[config.mk]
export PLATFORM = sky130hd
export DESIGN_NAME = alarm_threshold_regs
export DESIGN_NICKNAME = d
export VERILOG_FILES = /design/src/atr_pkg.sv /design/src/atr_chan.sv /design/src/alarm_threshold_regs.sv
export SDC_FILE = /design/constraint.sdc
export NUM_CORES = 1
export LEC_CHECK = 0
export BUFFER_PORTS_ARGS = -buffer_cell sky130_fd_sc_hd__buf_2
export CAP_MARGIN = 20
export CELL_PAD_IN_SITES_DETAIL_PLACEMENT = 1
export CELL_PAD_IN_SITES_GLOBAL_PLACEMENT = 1
export CORE_UTILIZATION = 45
export DETAILED_ROUTE_END_ITERATION = 8
export PLACE_DENSITY_LB_ADDON = 0.1
export SYNTH_ARGS = -nofsm -noshare
export SYNTH_HDL_FRONTEND = slang
export SYNTH_HIERARCHICAL = 1
export SYNTH_SLANG_ARGS = --single-unit
[constraint.sdc]
create_clock -name clk -period 6.3 [get_ports clk]
set_clock_uncertainty 0.05 [all_clocks]
set_input_delay 1.26 -clock clk [delete_from_list [all_inputs] [get_ports clk]]
set_output_delay 1.26 -clock clk [all_outputs]
set_load 0.02 [all_outputs]
[src/atr_pkg.sv]
// package: address map and reset values of the alarm threshold register bank
package atr_pkg;
  localparam int unsigned ATR_ADDR_W      = 7;
  localparam int unsigned ATR_DATA_W      = 8;
  localparam int unsigned ATR_THR_W       = 16;
  localparam int unsigned ATR_CHANNELS    = 8;
  // five byte registers per channel
  localparam int unsigned ATR_STRIDE      = 5;
  localparam logic [6:0] ATR_BAND_BASE    = 7'h15;
  localparam logic [6:0] ATR_HIGH_UP_BASE = 7'h16;
  localparam logic [6:0] ATR_HIGH_LO_BASE = 7'h17;
  localparam logic [6:0] ATR_LOW_UP_BASE  = 7'h18;
  localparam logic [6:0] ATR_LOW_LO_BASE  = 7'h19;
  // per-register slot within a channel's group of five
  localparam logic [2:0] ATR_SLOT_BAND    = 3'h0;
  localparam logic [2:0] ATR_SLOT_HIGH_UP = 3'h1;
  localparam logic [2:0] ATR_SLOT_HIGH_LO = 3'h2;
  localparam logic [2:0] ATR_SLOT_LOW_UP  = 3'h3;
  localparam logic [2:0] ATR_SLOT_LOW_LO  = 3'h4;
  localparam logic [7:0] ATR_HIGH_UP_RST  = 8'h01;
  localparam logic [7:0] ATR_HIGH_LO_RST  = 8'h01;
  localparam logic [7:0] ATR_LOW_UP_RST   = 8'h00;
  localparam logic [7:0] ATR_LOW_LO_RST   = 8'h00;
  localparam logic [7:0] ATR_BAND_RST     = 8'h00;
  localparam logic [7:0] ATR_UNMAPPED_RD  = 8'h00;
endpackage : atr_pkg

[src/atr_chan.sv]
// one channel's five alarm byte registers
`timescale 1ns/1ps
`default_nettype none
module atr_chan
  import atr_pkg::*;
(
  // clock and reset
  input  wire logic       clk,
  input  wire logic       rst,
  // write port, channel already decoded; the slot is decoded here
  input  wire logic       wr_en,
  input  wire logic [2:0] wr_slot,
  input  wire logic [7:0] wr_data,
  // stored bytes
  output logic [7:0]      band_r,
  output logic [7:0]      high_up_r,
  output logic [7:0]      high_lo_r,
  output logic [7:0]      low_up_r,
  output logic [7:0]      low_lo_r
);
  // each byte has its own enable so a write leaves the other bytes alone
  always_ff @(posedge clk) begin
    if (rst) begin
      band_r    <= ATR_BAND_RST;
      high_up_r <= ATR_HIGH_UP_RST;
      high_lo_r <= ATR_HIGH_LO_RST;
      low_up_r  <= ATR_LOW_UP_RST;
      low_lo_r  <= ATR_LOW_LO_RST;
    end else if (wr_en) begin
      case (wr_slot)
        ATR_SLOT_BAND:    band_r    <= wr_data;
        ATR_SLOT_HIGH_UP: high_up_r <= wr_data;
        ATR_SLOT_HIGH_LO: high_lo_r <= wr_data;
        ATR_SLOT_LOW_UP:  low_up_r  <= wr_data;
        ATR_SLOT_LOW_LO:  low_lo_r  <= wr_data;
        default: ;
      endcase
    end
  end
endmodule : atr_chan
`default_nettype wire

[src/alarm_threshold_regs.sv]
// top of the per-channel alarm threshold register bank
//
// Our own choice: strobed register access.
`timescale 1ns/1ps
`default_nettype none
// Overview of operation
// each channel has a read/write high-limit upper byte; channel 0 at 16h
// each channel has a read/write high-limit lower byte; channel 0 at 17h
// each channel has a read/write low-limit upper byte; channel 0 at 18h
// high limit is upper byte above lower byte, sixteen bits
// low limit is upper byte above lower byte at 19h for channel 0
// register set repeats per channel, eight or four channels
// reset loads high bytes with 01h and low upper byte with 00h
// five registers per channel from 15h, stepping five per channel
// writing one byte changes only that byte of its threshold
module alarm_threshold_regs
  import atr_pkg::*;
#(
  parameter int unsigned CHANNELS = ATR_CHANNELS
)(
  // clock and reset
  input  wire logic                          clk,
  input  wire logic                          rst,
  // register port
  input  wire logic [ATR_ADDR_W-1:0]         reg_addr,
  input  wire logic [ATR_DATA_W-1:0]         reg_wdata,
  input  wire logic                          reg_wr,
  input  wire logic                          reg_rd,
  output logic [ATR_DATA_W-1:0]              reg_rdata,
  // assembled thresholds and hysteresis band, channel 0 in the low slice
  output logic [CHANNELS*ATR_THR_W-1:0]      channel_high_limit,
  output logic [CHANNELS*ATR_THR_W-1:0]      channel_low_limit,
  output logic [CHANNELS*ATR_DATA_W-1:0]     channel_alarm_band
);
  logic [7:0] band_w    [CHANNELS];
  logic [7:0] high_up_w [CHANNELS];
  logic [7:0] high_lo_w [CHANNELS];
  logic [7:0] low_up_w  [CHANNELS];
  logic [7:0] low_lo_w  [CHANNELS];
  logic [7:0] rd_nxt;

  localparam logic [6:0] LAST_ADDR =
    7'(ATR_BAND_BASE + CHANNELS*ATR_STRIDE - 1);

  genvar g;
  generate
    for (g = 0; g < CHANNELS; g++) begin : g_ch
      localparam logic [6:0] BASE = 7'(ATR_BAND_BASE + g*ATR_STRIDE);
      logic       hit;
      logic [6:0] off;
      assign off = reg_addr - BASE;
      assign hit = (reg_addr >= BASE) && (off < 7'(ATR_STRIDE));
      atr_chan u_chan (
        .clk       (clk),
        .rst       (rst),
        .wr_en     (reg_wr && hit),
        .wr_slot   (off[2:0]),
        .wr_data   (reg_wdata),
        .band_r    (band_w[g]),
        .high_up_r (high_up_w[g]),
        .high_lo_r (high_lo_w[g]),
        .low_up_r  (low_up_w[g]),
        .low_lo_r  (low_lo_w[g])
      );
      // registered so outputs come from flip-flops; one cycle behind the byte
      always_ff @(posedge clk) begin
        if (rst) begin
          channel_high_limit[g*16 +: 16] <= {ATR_HIGH_UP_RST, ATR_HIGH_LO_RST};
          channel_low_limit[g*16 +: 16]  <= {ATR_LOW_UP_RST, ATR_LOW_LO_RST};
          channel_alarm_band[g*8 +: 8]   <= ATR_BAND_RST;
        end else begin
          channel_high_limit[g*16 +: 16] <= {high_up_w[g], high_lo_w[g]};
          channel_low_limit[g*16 +: 16]  <= {low_up_w[g], low_lo_w[g]};
          channel_alarm_band[g*8 +: 8]   <= band_w[g];
        end
      end

      // per-channel checks; addresses come from the package bases, not BASE
      localparam logic [6:0] A_BAND = 7'(ATR_BAND_BASE + g*ATR_STRIDE);
      localparam logic [6:0] A_HU   = 7'(ATR_HIGH_UP_BASE + g*ATR_STRIDE);
      localparam logic [6:0] A_HL   = 7'(ATR_HIGH_LO_BASE + g*ATR_STRIDE);
      localparam logic [6:0] A_LU   = 7'(ATR_LOW_UP_BASE + g*ATR_STRIDE);
      localparam logic [6:0] A_LL   = 7'(ATR_LOW_LO_BASE + g*ATR_STRIDE);
      AST_CH_RST: assert property (@(posedge clk)
        $fell(rst) |-> channel_high_limit[g*16 +: 16] ==
        {ATR_HIGH_UP_RST, ATR_HIGH_LO_RST} &&
        channel_low_limit[g*16 + 8 +: 8] == ATR_LOW_UP_RST)
        else $error("channel reset value wrong");
      AST_CH_WR_HU: assert property (@(posedge clk) disable iff (rst)
        reg_wr && reg_addr == A_HU |-> ##2
        channel_high_limit[g*16 + 8 +: 8] == $past(reg_wdata, 2))
        else $error("channel high upper byte not stored");
      AST_CH_WR_HL: assert property (@(posedge clk) disable iff (rst)
        reg_wr && reg_addr == A_HL |-> ##2
        channel_high_limit[g*16 +: 8] == $past(reg_wdata, 2))
        else $error("channel high lower byte not stored");
      AST_CH_WR_LU: assert property (@(posedge clk) disable iff (rst)
        reg_wr && reg_addr == A_LU |-> ##2
        channel_low_limit[g*16 + 8 +: 8] == $past(reg_wdata, 2))
        else $error("channel low upper byte not stored");
      AST_CH_WR_LL: assert property (@(posedge clk) disable iff (rst)
        reg_wr && reg_addr == A_LL |-> ##2
        channel_low_limit[g*16 +: 8] == $past(reg_wdata, 2))
        else $error("channel low lower byte not stored");
      AST_CH_WR_BAND: assert property (@(posedge clk) disable iff (rst)
        reg_wr && reg_addr == A_BAND |-> ##2
        channel_alarm_band[g*8 +: 8] == $past(reg_wdata, 2))
        else $error("channel band byte not stored");
      AST_CH_RD_HU: assert property (@(posedge clk) disable iff (rst)
        reg_rd && reg_addr == A_HU |=>
        reg_rdata == channel_high_limit[g*16 + 8 +: 8])
        else $error("channel high upper readback differs");
      AST_CH_RD_HL: assert property (@(posedge clk) disable iff (rst)
        reg_rd && reg_addr == A_HL |=>
        reg_rdata == channel_high_limit[g*16 +: 8])
        else $error("channel high lower readback differs");
      AST_CH_RD_LU: assert property (@(posedge clk) disable iff (rst)
        reg_rd && reg_addr == A_LU |=>
        reg_rdata == channel_low_limit[g*16 + 8 +: 8])
        else $error("channel low upper readback differs");
      AST_CH_RD_LL: assert property (@(posedge clk) disable iff (rst)
        reg_rd && reg_addr == A_LL |=>
        reg_rdata == channel_low_limit[g*16 +: 8])
        else $error("channel low lower readback differs");
      AST_CH_RD_BAND: assert property (@(posedge clk) disable iff (rst)
        reg_rd && reg_addr == A_BAND |=>
        reg_rdata == channel_alarm_band[g*8 +: 8])
        else $error("channel band readback differs");
      AST_CH_KEEP_HL: assert property (@(posedge clk) disable iff (rst)
        reg_wr && reg_addr == A_HU |-> ##2
        channel_high_limit[g*16 +: 8] ==
        $past(channel_high_limit[g*16 +: 8], 1))
        else $error("high upper write disturbed high lower byte");
      AST_CH_KEEP_HU: assert property (@(posedge clk) disable iff (rst)
        reg_wr && reg_addr == A_HL |-> ##2
        channel_high_limit[g*16 + 8 +: 8] ==
        $past(channel_high_limit[g*16 + 8 +: 8], 1))
        else $error("high lower write disturbed high upper byte");
      AST_CH_KEEP_LL: assert property (@(posedge clk) disable iff (rst)
        reg_wr && reg_addr == A_LU |-> ##2
        channel_low_limit[g*16 +: 8] ==
        $past(channel_low_limit[g*16 +: 8], 1))
        else $error("low upper write disturbed low lower byte");
      AST_CH_KEEP_LU: assert property (@(posedge clk) disable iff (rst)
        reg_wr && reg_addr == A_LL |-> ##2
        channel_low_limit[g*16 + 8 +: 8] ==
        $past(channel_low_limit[g*16 + 8 +: 8], 1))
        else $error("low lower write disturbed low upper byte");
    end
  endgenerate

  // read mux; unmapped addresses read zero
  always_comb begin
    logic [6:0] rel;
    rel    = reg_addr - ATR_BAND_BASE;
    rd_nxt = ATR_UNMAPPED_RD;
    for (int c = 0; c < CHANNELS; c++) begin
      if (reg_addr >= ATR_BAND_BASE && reg_addr <= LAST_ADDR &&
          rel >= 7'(c*ATR_STRIDE) && rel < 7'((c+1)*ATR_STRIDE)) begin
        case (3'(rel - 7'(c*ATR_STRIDE)))
          ATR_SLOT_BAND:    rd_nxt = band_w[c];
          ATR_SLOT_HIGH_UP: rd_nxt = high_up_w[c];
          ATR_SLOT_HIGH_LO: rd_nxt = high_lo_w[c];
          ATR_SLOT_LOW_UP:  rd_nxt = low_up_w[c];
          ATR_SLOT_LOW_LO:  rd_nxt = low_lo_w[c];
          default:          rd_nxt = ATR_UNMAPPED_RD;
        endcase
      end
    end
  end

  // read data stands only in the cycle after the read strobe
  always_ff @(posedge clk) begin
    if (rst) begin
      reg_rdata <= ATR_UNMAPPED_RD;
    end else if (reg_rd) begin
      reg_rdata <= rd_nxt;
    end else begin
      reg_rdata <= ATR_UNMAPPED_RD;
    end
  end

  AST_RST_HIGH: assert property (@(posedge clk)
    $fell(rst) |-> channel_high_limit[15:0] == 16'h0101
                && channel_low_limit[15:8] == 8'h00)
    else $error("threshold reset values wrong");
  AST_HIGH_UP_WR: assert property (@(posedge clk) disable iff (rst)
    reg_wr && reg_addr == ATR_HIGH_UP_BASE ##1 reg_rd &&
    reg_addr == ATR_HIGH_UP_BASE |=> reg_rdata == $past(reg_wdata, 2))
    else $error("high upper byte readback mismatch");
  AST_HIGH_LO_WR: assert property (@(posedge clk) disable iff (rst)
    reg_wr && reg_addr == ATR_HIGH_LO_BASE |-> ##2
    channel_high_limit[7:0] == $past(reg_wdata, 2))
    else $error("high lower byte not stored");
  AST_LOW_UP_WR: assert property (@(posedge clk) disable iff (rst)
    reg_wr && reg_addr == ATR_LOW_UP_BASE |-> ##2
    channel_low_limit[15:8] == $past(reg_wdata, 2))
    else $error("low upper byte not stored");
  AST_HIGH_CAT: assert property (@(posedge clk) disable iff (rst)
    ##1 channel_high_limit[15:0] == {$past(high_up_w[0]), $past(high_lo_w[0])})
    else $error("high limit assembly wrong");
  AST_LOW_CAT: assert property (@(posedge clk) disable iff (rst)
    ##1 channel_low_limit[15:0] == {$past(low_up_w[0]), $past(low_lo_w[0])})
    else $error("low limit assembly wrong");
  AST_LAST_CH: assert property (@(posedge clk) disable iff (rst)
    reg_wr && reg_addr == LAST_ADDR - 7'h1 |-> ##2
    channel_low_limit[CHANNELS*16-1 -: 8] == $past(reg_wdata, 2))
    else $error("last channel low upper byte not stored");
  AST_STRIDE: assert property (@(posedge clk) disable iff (rst)
    reg_wr && reg_addr == 7'h1b |-> ##2
    channel_high_limit[31:24] == $past(reg_wdata, 2))
    else $error("channel 1 high upper byte at wrong address");
  AST_KEEP_OTHER: assert property (@(posedge clk) disable iff (rst)
    reg_wr && reg_addr == ATR_HIGH_UP_BASE |-> ##2
    channel_high_limit[7:0] == $past(channel_high_limit[7:0], 1))
    else $error("upper write disturbed lower byte");

  // read port: data only after a strobe, and nothing outside the map
  AST_RD_IDLE: assert property (@(posedge clk) disable iff (rst)
    !reg_rd |=> reg_rdata == ATR_UNMAPPED_RD)
    else $error("read data present without a read");
  AST_UNMAPPED: assert property (@(posedge clk) disable iff (rst)
    reg_rd && (reg_addr < ATR_BAND_BASE || reg_addr > LAST_ADDR) |=>
    reg_rdata == ATR_UNMAPPED_RD)
    else $error("unmapped address read nonzero");
endmodule : alarm_threshold_regs
`default_nettype wire

==> report_table.html <==
<table>
<tr><th>Metric</th><th>Value</th></tr>
<tr><th colspan="2">STA</th></tr>
<tr><td>Final Max Tran Viols</td><td>0</td></tr>
<tr><td>Max frequency</td><td>199 MHz</td></tr>
<tr><td>Setup-failing EPs final</td><td>0</td></tr>
<tr><td>Slew at the pin closest to its max-slew limit</td><td>between 1 and 1.5 ns</td></tr>
<tr><td>Max_slew headroom</td><td>29.5%</td></tr>
<tr><td>Final hold violation count</td><td>0</td></tr>
<tr><td>Post-route setup TNS</td><td>0 ns</td></tr>
<tr><td>Post-route fraction of the period consumed by the critical path</td><td>79.7%</td></tr>
<tr><td>Unrepaired setup endpoints after global routing</td><td>no</td></tr>
<tr><td>Clock period minus worst slack</td><td>approximately 5.0 ns</td></tr>
<tr><td>Final hold slack</td><td>0.437 ns</td></tr>
<tr><th colspan="2">Logic synthesis</th></tr>
<tr><td>Cell count after synthesis</td><td>2430</td></tr>
<tr><td>Most frequently used flop master after synthesis</td><td>dfxtp_1</td></tr>
<tr><td>Total number of yosys warnings</td><td>6</td></tr>
<tr><td>Synthesized flop and latch total</td><td>648</td></tr>
<tr><td>Number of flops mapped to enable cells by yosys</td><td>0</td></tr>
<tr><td>Simple-gate share of the synthesized area</td><td>22.9%</td></tr>
<tr><td>Register area share after synthesis</td><td>50.8%</td></tr>
<tr><td>Synth async-reset ratio</td><td>0%</td></tr>
<tr><td>Cell area after synthesis</td><td>between 20000 and 30000 µm²</td></tr>
<tr><td>Post-synthesis cell type count</td><td>69</td></tr>
<tr><td>Main combinational cell family by area after synthesis</td><td>simple AND/OR/NAND/NOR gates</td></tr>
<tr><td>Compound-cell area share of the yosys netlist</td><td>7.45%</td></tr>
<tr><td>Multiplexer share of the synthesized area</td><td>around 14%</td></tr>
<tr><td>Post-synthesis share of cell area spent on xor and xnor gates</td><td>0.274%</td></tr>
<tr><td>Total nets after synthesis</td><td>2479</td></tr>
<tr><td>Adder-cell area share of the yosys netlist</td><td>1.47%</td></tr>
<tr><td>Post-synthesis average cell area</td><td>between 10 and 15 µm²</td></tr>
<tr><th colspan="2">Cells and area</th></tr>
<tr><td>Footprint of the flip-flops and latches</td><td>~13000 µm²</td></tr>
<tr><td>Design Area, Final</td><td>30000 µm²</td></tr>
<tr><td>Most common cell after layout, fill and taps aside</td><td>dfxtp_1</td></tr>
<tr><td>Fillers</td><td>6091</td></tr>
<tr><td>Share of post-route cells with drive strength above 1</td><td>19.8%</td></tr>
<tr><td>Area added between synthesis and finish</td><td>17.6%</td></tr>
<tr><td>Area of combinational cells with multiple inputs</td><td>11800 µm²</td></tr>
<tr><td>Post-route non-filler standard cell count</td><td>around 3500</td></tr>
<tr><td>Most frequent cells in the layout</td><td>dfxtp_1 (648), nand2b_1 (371), buf_2 (345)</td></tr>
<tr><td>Net count reported at finish</td><td>around 2700</td></tr>
<tr><th colspan="2">Critical path</th></tr>
<tr><td>Length in cells of the worst reg-to-reg path</td><td>6</td></tr>
<tr><td>Worst setup path start</td><td>reg_addr[0]</td></tr>
<tr><td>CP Data Arrival Time</td><td>5.48 ns</td></tr>
<tr><td>CP Capture Point</td><td>g_ch[2].u_chan/low_up_r[4]$_SDFFE_PP0P_</td></tr>
<tr><td>Kind of critical path</td><td>in -&gt; reg</td></tr>
<tr><td>Setup slack of the most critical reg-to-reg path</td><td>4.19 ns</td></tr>
<tr><td>CP Data Required Time</td><td>between 6 and 7 ns</td></tr>
<tr><td>CP Launch Type</td><td>input port</td></tr>
<tr><td>Worst Path Buf+Inv</td><td>3</td></tr>
<tr><td>Slowest stage cell, crit path</td><td>nand4b_1</td></tr>
<tr><td>Cell family contributing the most delay on the critical path</td><td>simple AND/OR/NAND/NOR gates</td></tr>
<tr><td>Critical path capture point type</td><td>flop</td></tr>
<tr><td>Origin of the critical flop-to-flop path</td><td>g_ch[4].u_chan/high_lo_r[0]$_SDFFE_PP1P_</td></tr>
<tr><td>Maximum cell stage delay along the critical path</td><td>approximately 0.94 ns</td></tr>
<tr><td>CP max FO</td><td>46</td></tr>
<tr><td>Stages on the worst setup path</td><td>9</td></tr>
<tr><td>Worst-path cell chain</td><td>buf_2 &gt; buf_4 &gt; ha_1 &gt; xor2_1 &gt; inv_1 &gt; o21ai_0 &gt; nor3_1 &gt; nand4b_1 &gt; mux2i_1</td></tr>
<tr><td>Worst reg2reg path endpoint</td><td>reg_rdata[0]$_SDFF_PP0_</td></tr>
<tr><th colspan="2">Placed design</th></tr>
<tr><td>Placer congestion estimate</td><td>0.968</td></tr>
<tr><td>Inst Count DP</td><td>3377</td></tr>
<tr><td>Detailed placer's ending HPWL</td><td>around 62000 µm</td></tr>
<tr><td>Cell area reported after detailed placement</td><td>27700 µm²</td></tr>
<tr><td>Count of input and output buffers</td><td>346</td></tr>
<tr><th colspan="2">Clocking</th></tr>
<tr><td>Clk sinks</td><td>about 650</td></tr>
<tr><td>CTS Root Buffer Type</td><td>clkbuf_16</td></tr>
<tr><td>Clock latency on the worst-skew pair</td><td>0.61 ns</td></tr>
<tr><td>Setup repair bufs after CTS</td><td>0</td></tr>
<tr><td>Maximum clock insertion buffer count</td><td>3</td></tr>
<tr><td>Total CTS buffers</td><td>69</td></tr>
<tr><td>H-tree depth</td><td>3</td></tr>
<tr><td>Cts hold-fix bufs</td><td>0</td></tr>
<tr><td>Clock transition at the register clock pins on the worst setup and hold paths after CTS</td><td>0.06 ns</td></tr>
<tr><td>CTS resizes</td><td>0</td></tr>
<tr><td>Clock tree from TritonCTS</td><td>done</td></tr>
<tr><th colspan="2">Job</th></tr>
<tr><td>Number of max-capacitance violations reported</td><td>0</td></tr>
<tr><th colspan="2">Global route</th></tr>
<tr><td>Global routing usage summed across all routing layers</td><td>29.7%</td></tr>
<tr><td>Remaining Overflow, GRT</td><td>0</td></tr>
<tr><td>Global routing met3 resource utilization</td><td>roughly 4.4%</td></tr>
<tr><td>Met2 demand-to-capacity share in global routing</td><td>47.9%</td></tr>
<tr><td>Number of antenna violations at the first check in global routing</td><td>5</td></tr>
<tr><td>Met1 Use GR</td><td>39.6%</td></tr>
<tr><td>Maximum number of pins on one net before global-route repair</td><td>179</td></tr>
<tr><td>Busiest grt layer</td><td>met2</td></tr>
<tr><td>Via count of the first global-routing pass</td><td>between 15000 and 20000</td></tr>
<tr><td>First-pass GRT wire length</td><td>between 100000 and 150000 µm</td></tr>
<tr><th colspan="2">Power</th></tr>
<tr><td>Sequential fraction of design power</td><td>between 40% and 50%</td></tr>
<tr><td>Net Sw Frac</td><td>23.2%</td></tr>
<tr><td>Peak ir drop on the vdd network</td><td>0.194 mV</td></tr>
<tr><td>Share of total power in combinational logic</td><td>under 10%</td></tr>
<tr><td>Leakage</td><td>between 10 and 15 nW</td></tr>
<tr><td>Sw power</td><td>roughly 2.0 mW</td></tr>
<tr><td>Power after layout</td><td>approximately 9 mW</td></tr>
<tr><td>Clk network pwr share</td><td>between 40 and 50%</td></tr>
<tr><td>Cell internal power dissipation</td><td>6.71 mW</td></tr>
<tr><td>Power Dens Cells</td><td>291 nW/µm²</td></tr>
<tr><th colspan="2">Routing</th></tr>
<tr><td>Routed len/inst</td><td>24.8 µm</td></tr>
<tr><td>Number of iterations in the first detailed-routing pass</td><td>5</td></tr>
<tr><td>Total detailed-routing wirelength</td><td>slightly below 90000 µm</td></tr>
<tr><td>Final routed DRC violation total</td><td>0</td></tr>
<tr><td>Drt initial violations</td><td>1540</td></tr>
<tr><td>Post-route ant nets</td><td>0</td></tr>
<tr><td>Ratio of routed vias to standard cells</td><td>5.54</td></tr>
<tr><td>Number of vias after detailed routing</td><td>19398</td></tr>
<tr><th colspan="2">Outcome</th></tr>
<tr><td>Outcome</td><td>finished, final reports clean</td></tr>
<tr><th colspan="2">Floorplan</th></tr>
<tr><td>Die Footprint</td><td>57700 µm²</td></tr>
<tr><td>Starting utilization of the core area</td><td>45.9%</td></tr>
<tr><td>Die X</td><td>240 µm</td></tr>
<tr><td>Standard-cell row count</td><td>86</td></tr>
<tr><td>Die outline height</td><td>240 µm</td></tr>
<tr><td>Io pins</td><td>347</td></tr>
<tr><td>Placeable core area</td><td>55600 µm²</td></tr>
<tr><th colspan="2">Hold path</th></tr>
<tr><td>Type of the worst min-delay path</td><td>reg -&gt; reg</td></tr>
</table>
## power by group through the flow
stage / Sequential, mW / Combinational [mW] / Clock (mW)
floorplan: 4.20 / 0.305 / 0
global placement: 4.20 / 0.458 / 0
detailed placement: 4.20 / 0.470 / 0
CTS: 4.11 / 0.473 / 4.21
global route: 4.11 / 0.507 / 4.38
finish: 4.11 / 0.482 / 4.15
## worst min path at each step
stage                                              from                                  to  slack, ns  depth (start not counted)
6_report        g_ch[7].u_chan/low_up_r[3]$_SDFFE_PP0P_   channel_low_limit[123]$_SDFF_PP0_       0.44                          1
5_1_grt         g_ch[7].u_chan/low_up_r[1]$_SDFFE_PP0P_   channel_low_limit[121]$_SDFF_PP0_       0.45                          1
4_1_cts        g_ch[0].u_chan/high_lo_r[6]$_SDFFE_PP0P_    channel_high_limit[6]$_SDFF_PP0_       0.44                          1
3_5_place_dp   g_ch[4].u_chan/high_lo_r[0]$_SDFFE_PP1P_   channel_high_limit[64]$_SDFF_PP1_       0.43                          1
3_3_place_gp   g_ch[7].u_chan/high_lo_r[0]$_SDFFE_PP1P_  channel_high_limit[112]$_SDFF_PP1_       0.42                          1
2_1_floorplan  g_ch[1].u_chan/high_lo_r[0]$_SDFFE_PP1P_   channel_high_limit[16]$_SDFF_PP1_       0.39                          1
## layer usage
layer / routed length [µm] / share of wire (%) / vias to the layer above
li1: - / - / 8858
met1: 38200 / 44 / 9738
met2: 40700 / 47 / 626
met3: 4720 / 5.4 / 168
met4: 3070 / 3.5 / 8
met5: 51 / 0.059 / -
## flip-flops by register name, indices dropped and copies added, names as in the netlist
| name | flops |
|---|---|
| g_ch.u_chan/high_lo_r | 64 |
| reg_rdata | 8 |
| g_ch.u_chan/low_up_r | 64 |
| g_ch.u_chan/band_r | 64 |
| channel_alarm_band | 64 |
| g_ch.u_chan/high_up_r | 64 |
| g_ch.u_chan/low_lo_r | 64 |
| channel_low_limit | 128 |
| channel_high_limit | 128 |
## per-stage QoR
stage,setup WS [ns],util [%]
final,1.28,54.0
after CTS,1.39,54.0
after floorplan,1.15,-
after global placement,1.05,49.8
after detailed placement,0.761,49.8
after global routing,1.06,54.0
## cell usage after synthesis (8+ instances only)
master       n  area (µm²)
inv_1       12        45.0
a222oi_1    29         290
or2_2       16         100
nor2b_1    320        2000
mux2i_1    322        3220
nor2_1      54         203
nand2b_1   371        2320
a221oi_1    22         193
nand4bb_1   24         270
a22oi_1     58         435
ha_1        30         375
nand2_1     72         270
or4b_1       8        80.1
a31oi_1      8        50.1
nor3_1      11        55.1
a221o_1      9        90.1
a21oi_1     27         135
mux2_2      29         327
dfxtp_1    648       13000
buf_2       22         110
o21ai_0     35         175
nor4bb_1     8        80.1
nand4b_1     9        78.8
and4bb_2     8         100
buf_6        9         101
clkbuf_1   141         529
a32oi_1      8        70.1
and2_1       8        50.1
## worst register-to-register path: cells and delay by family, from the launching register on
family | cells | cell delay (ns)
DFF | 1 | 0.33
AOI/OAI and AO/OA | 5 | 1.53
and+or+nand+nor | 1 | 0.08
## logic make-up (layout without fill, tap and decap cells)
| group | Yosys count | in the layout |
|---|---|---|
| fa+ha+maj | 30 | 30 |
| buf+inv | 193 | 516 |
| simple gates | 946 | 946 |
| compound gates | 254 | 254 |
| other cells | 0 | 1 |
| xor+xnor | 8 | 8 |
| flops | 648 | 648 |
| mux | 351 | 351 |
## layout make-up
class,instances,share of cell area (%)
Inverter,14,0.175
Clock inverter,27,1.17
Multi-Input combinational cell,1589,39.2
Tap cell,748,3.12
Timing Repair Buffer,378,6.68
Clock buffer,97,6.51
Antenna cell,1,0.00833
Sequential cell,648,43.2
Note: power is estimated with default switching activity, not from simulation.
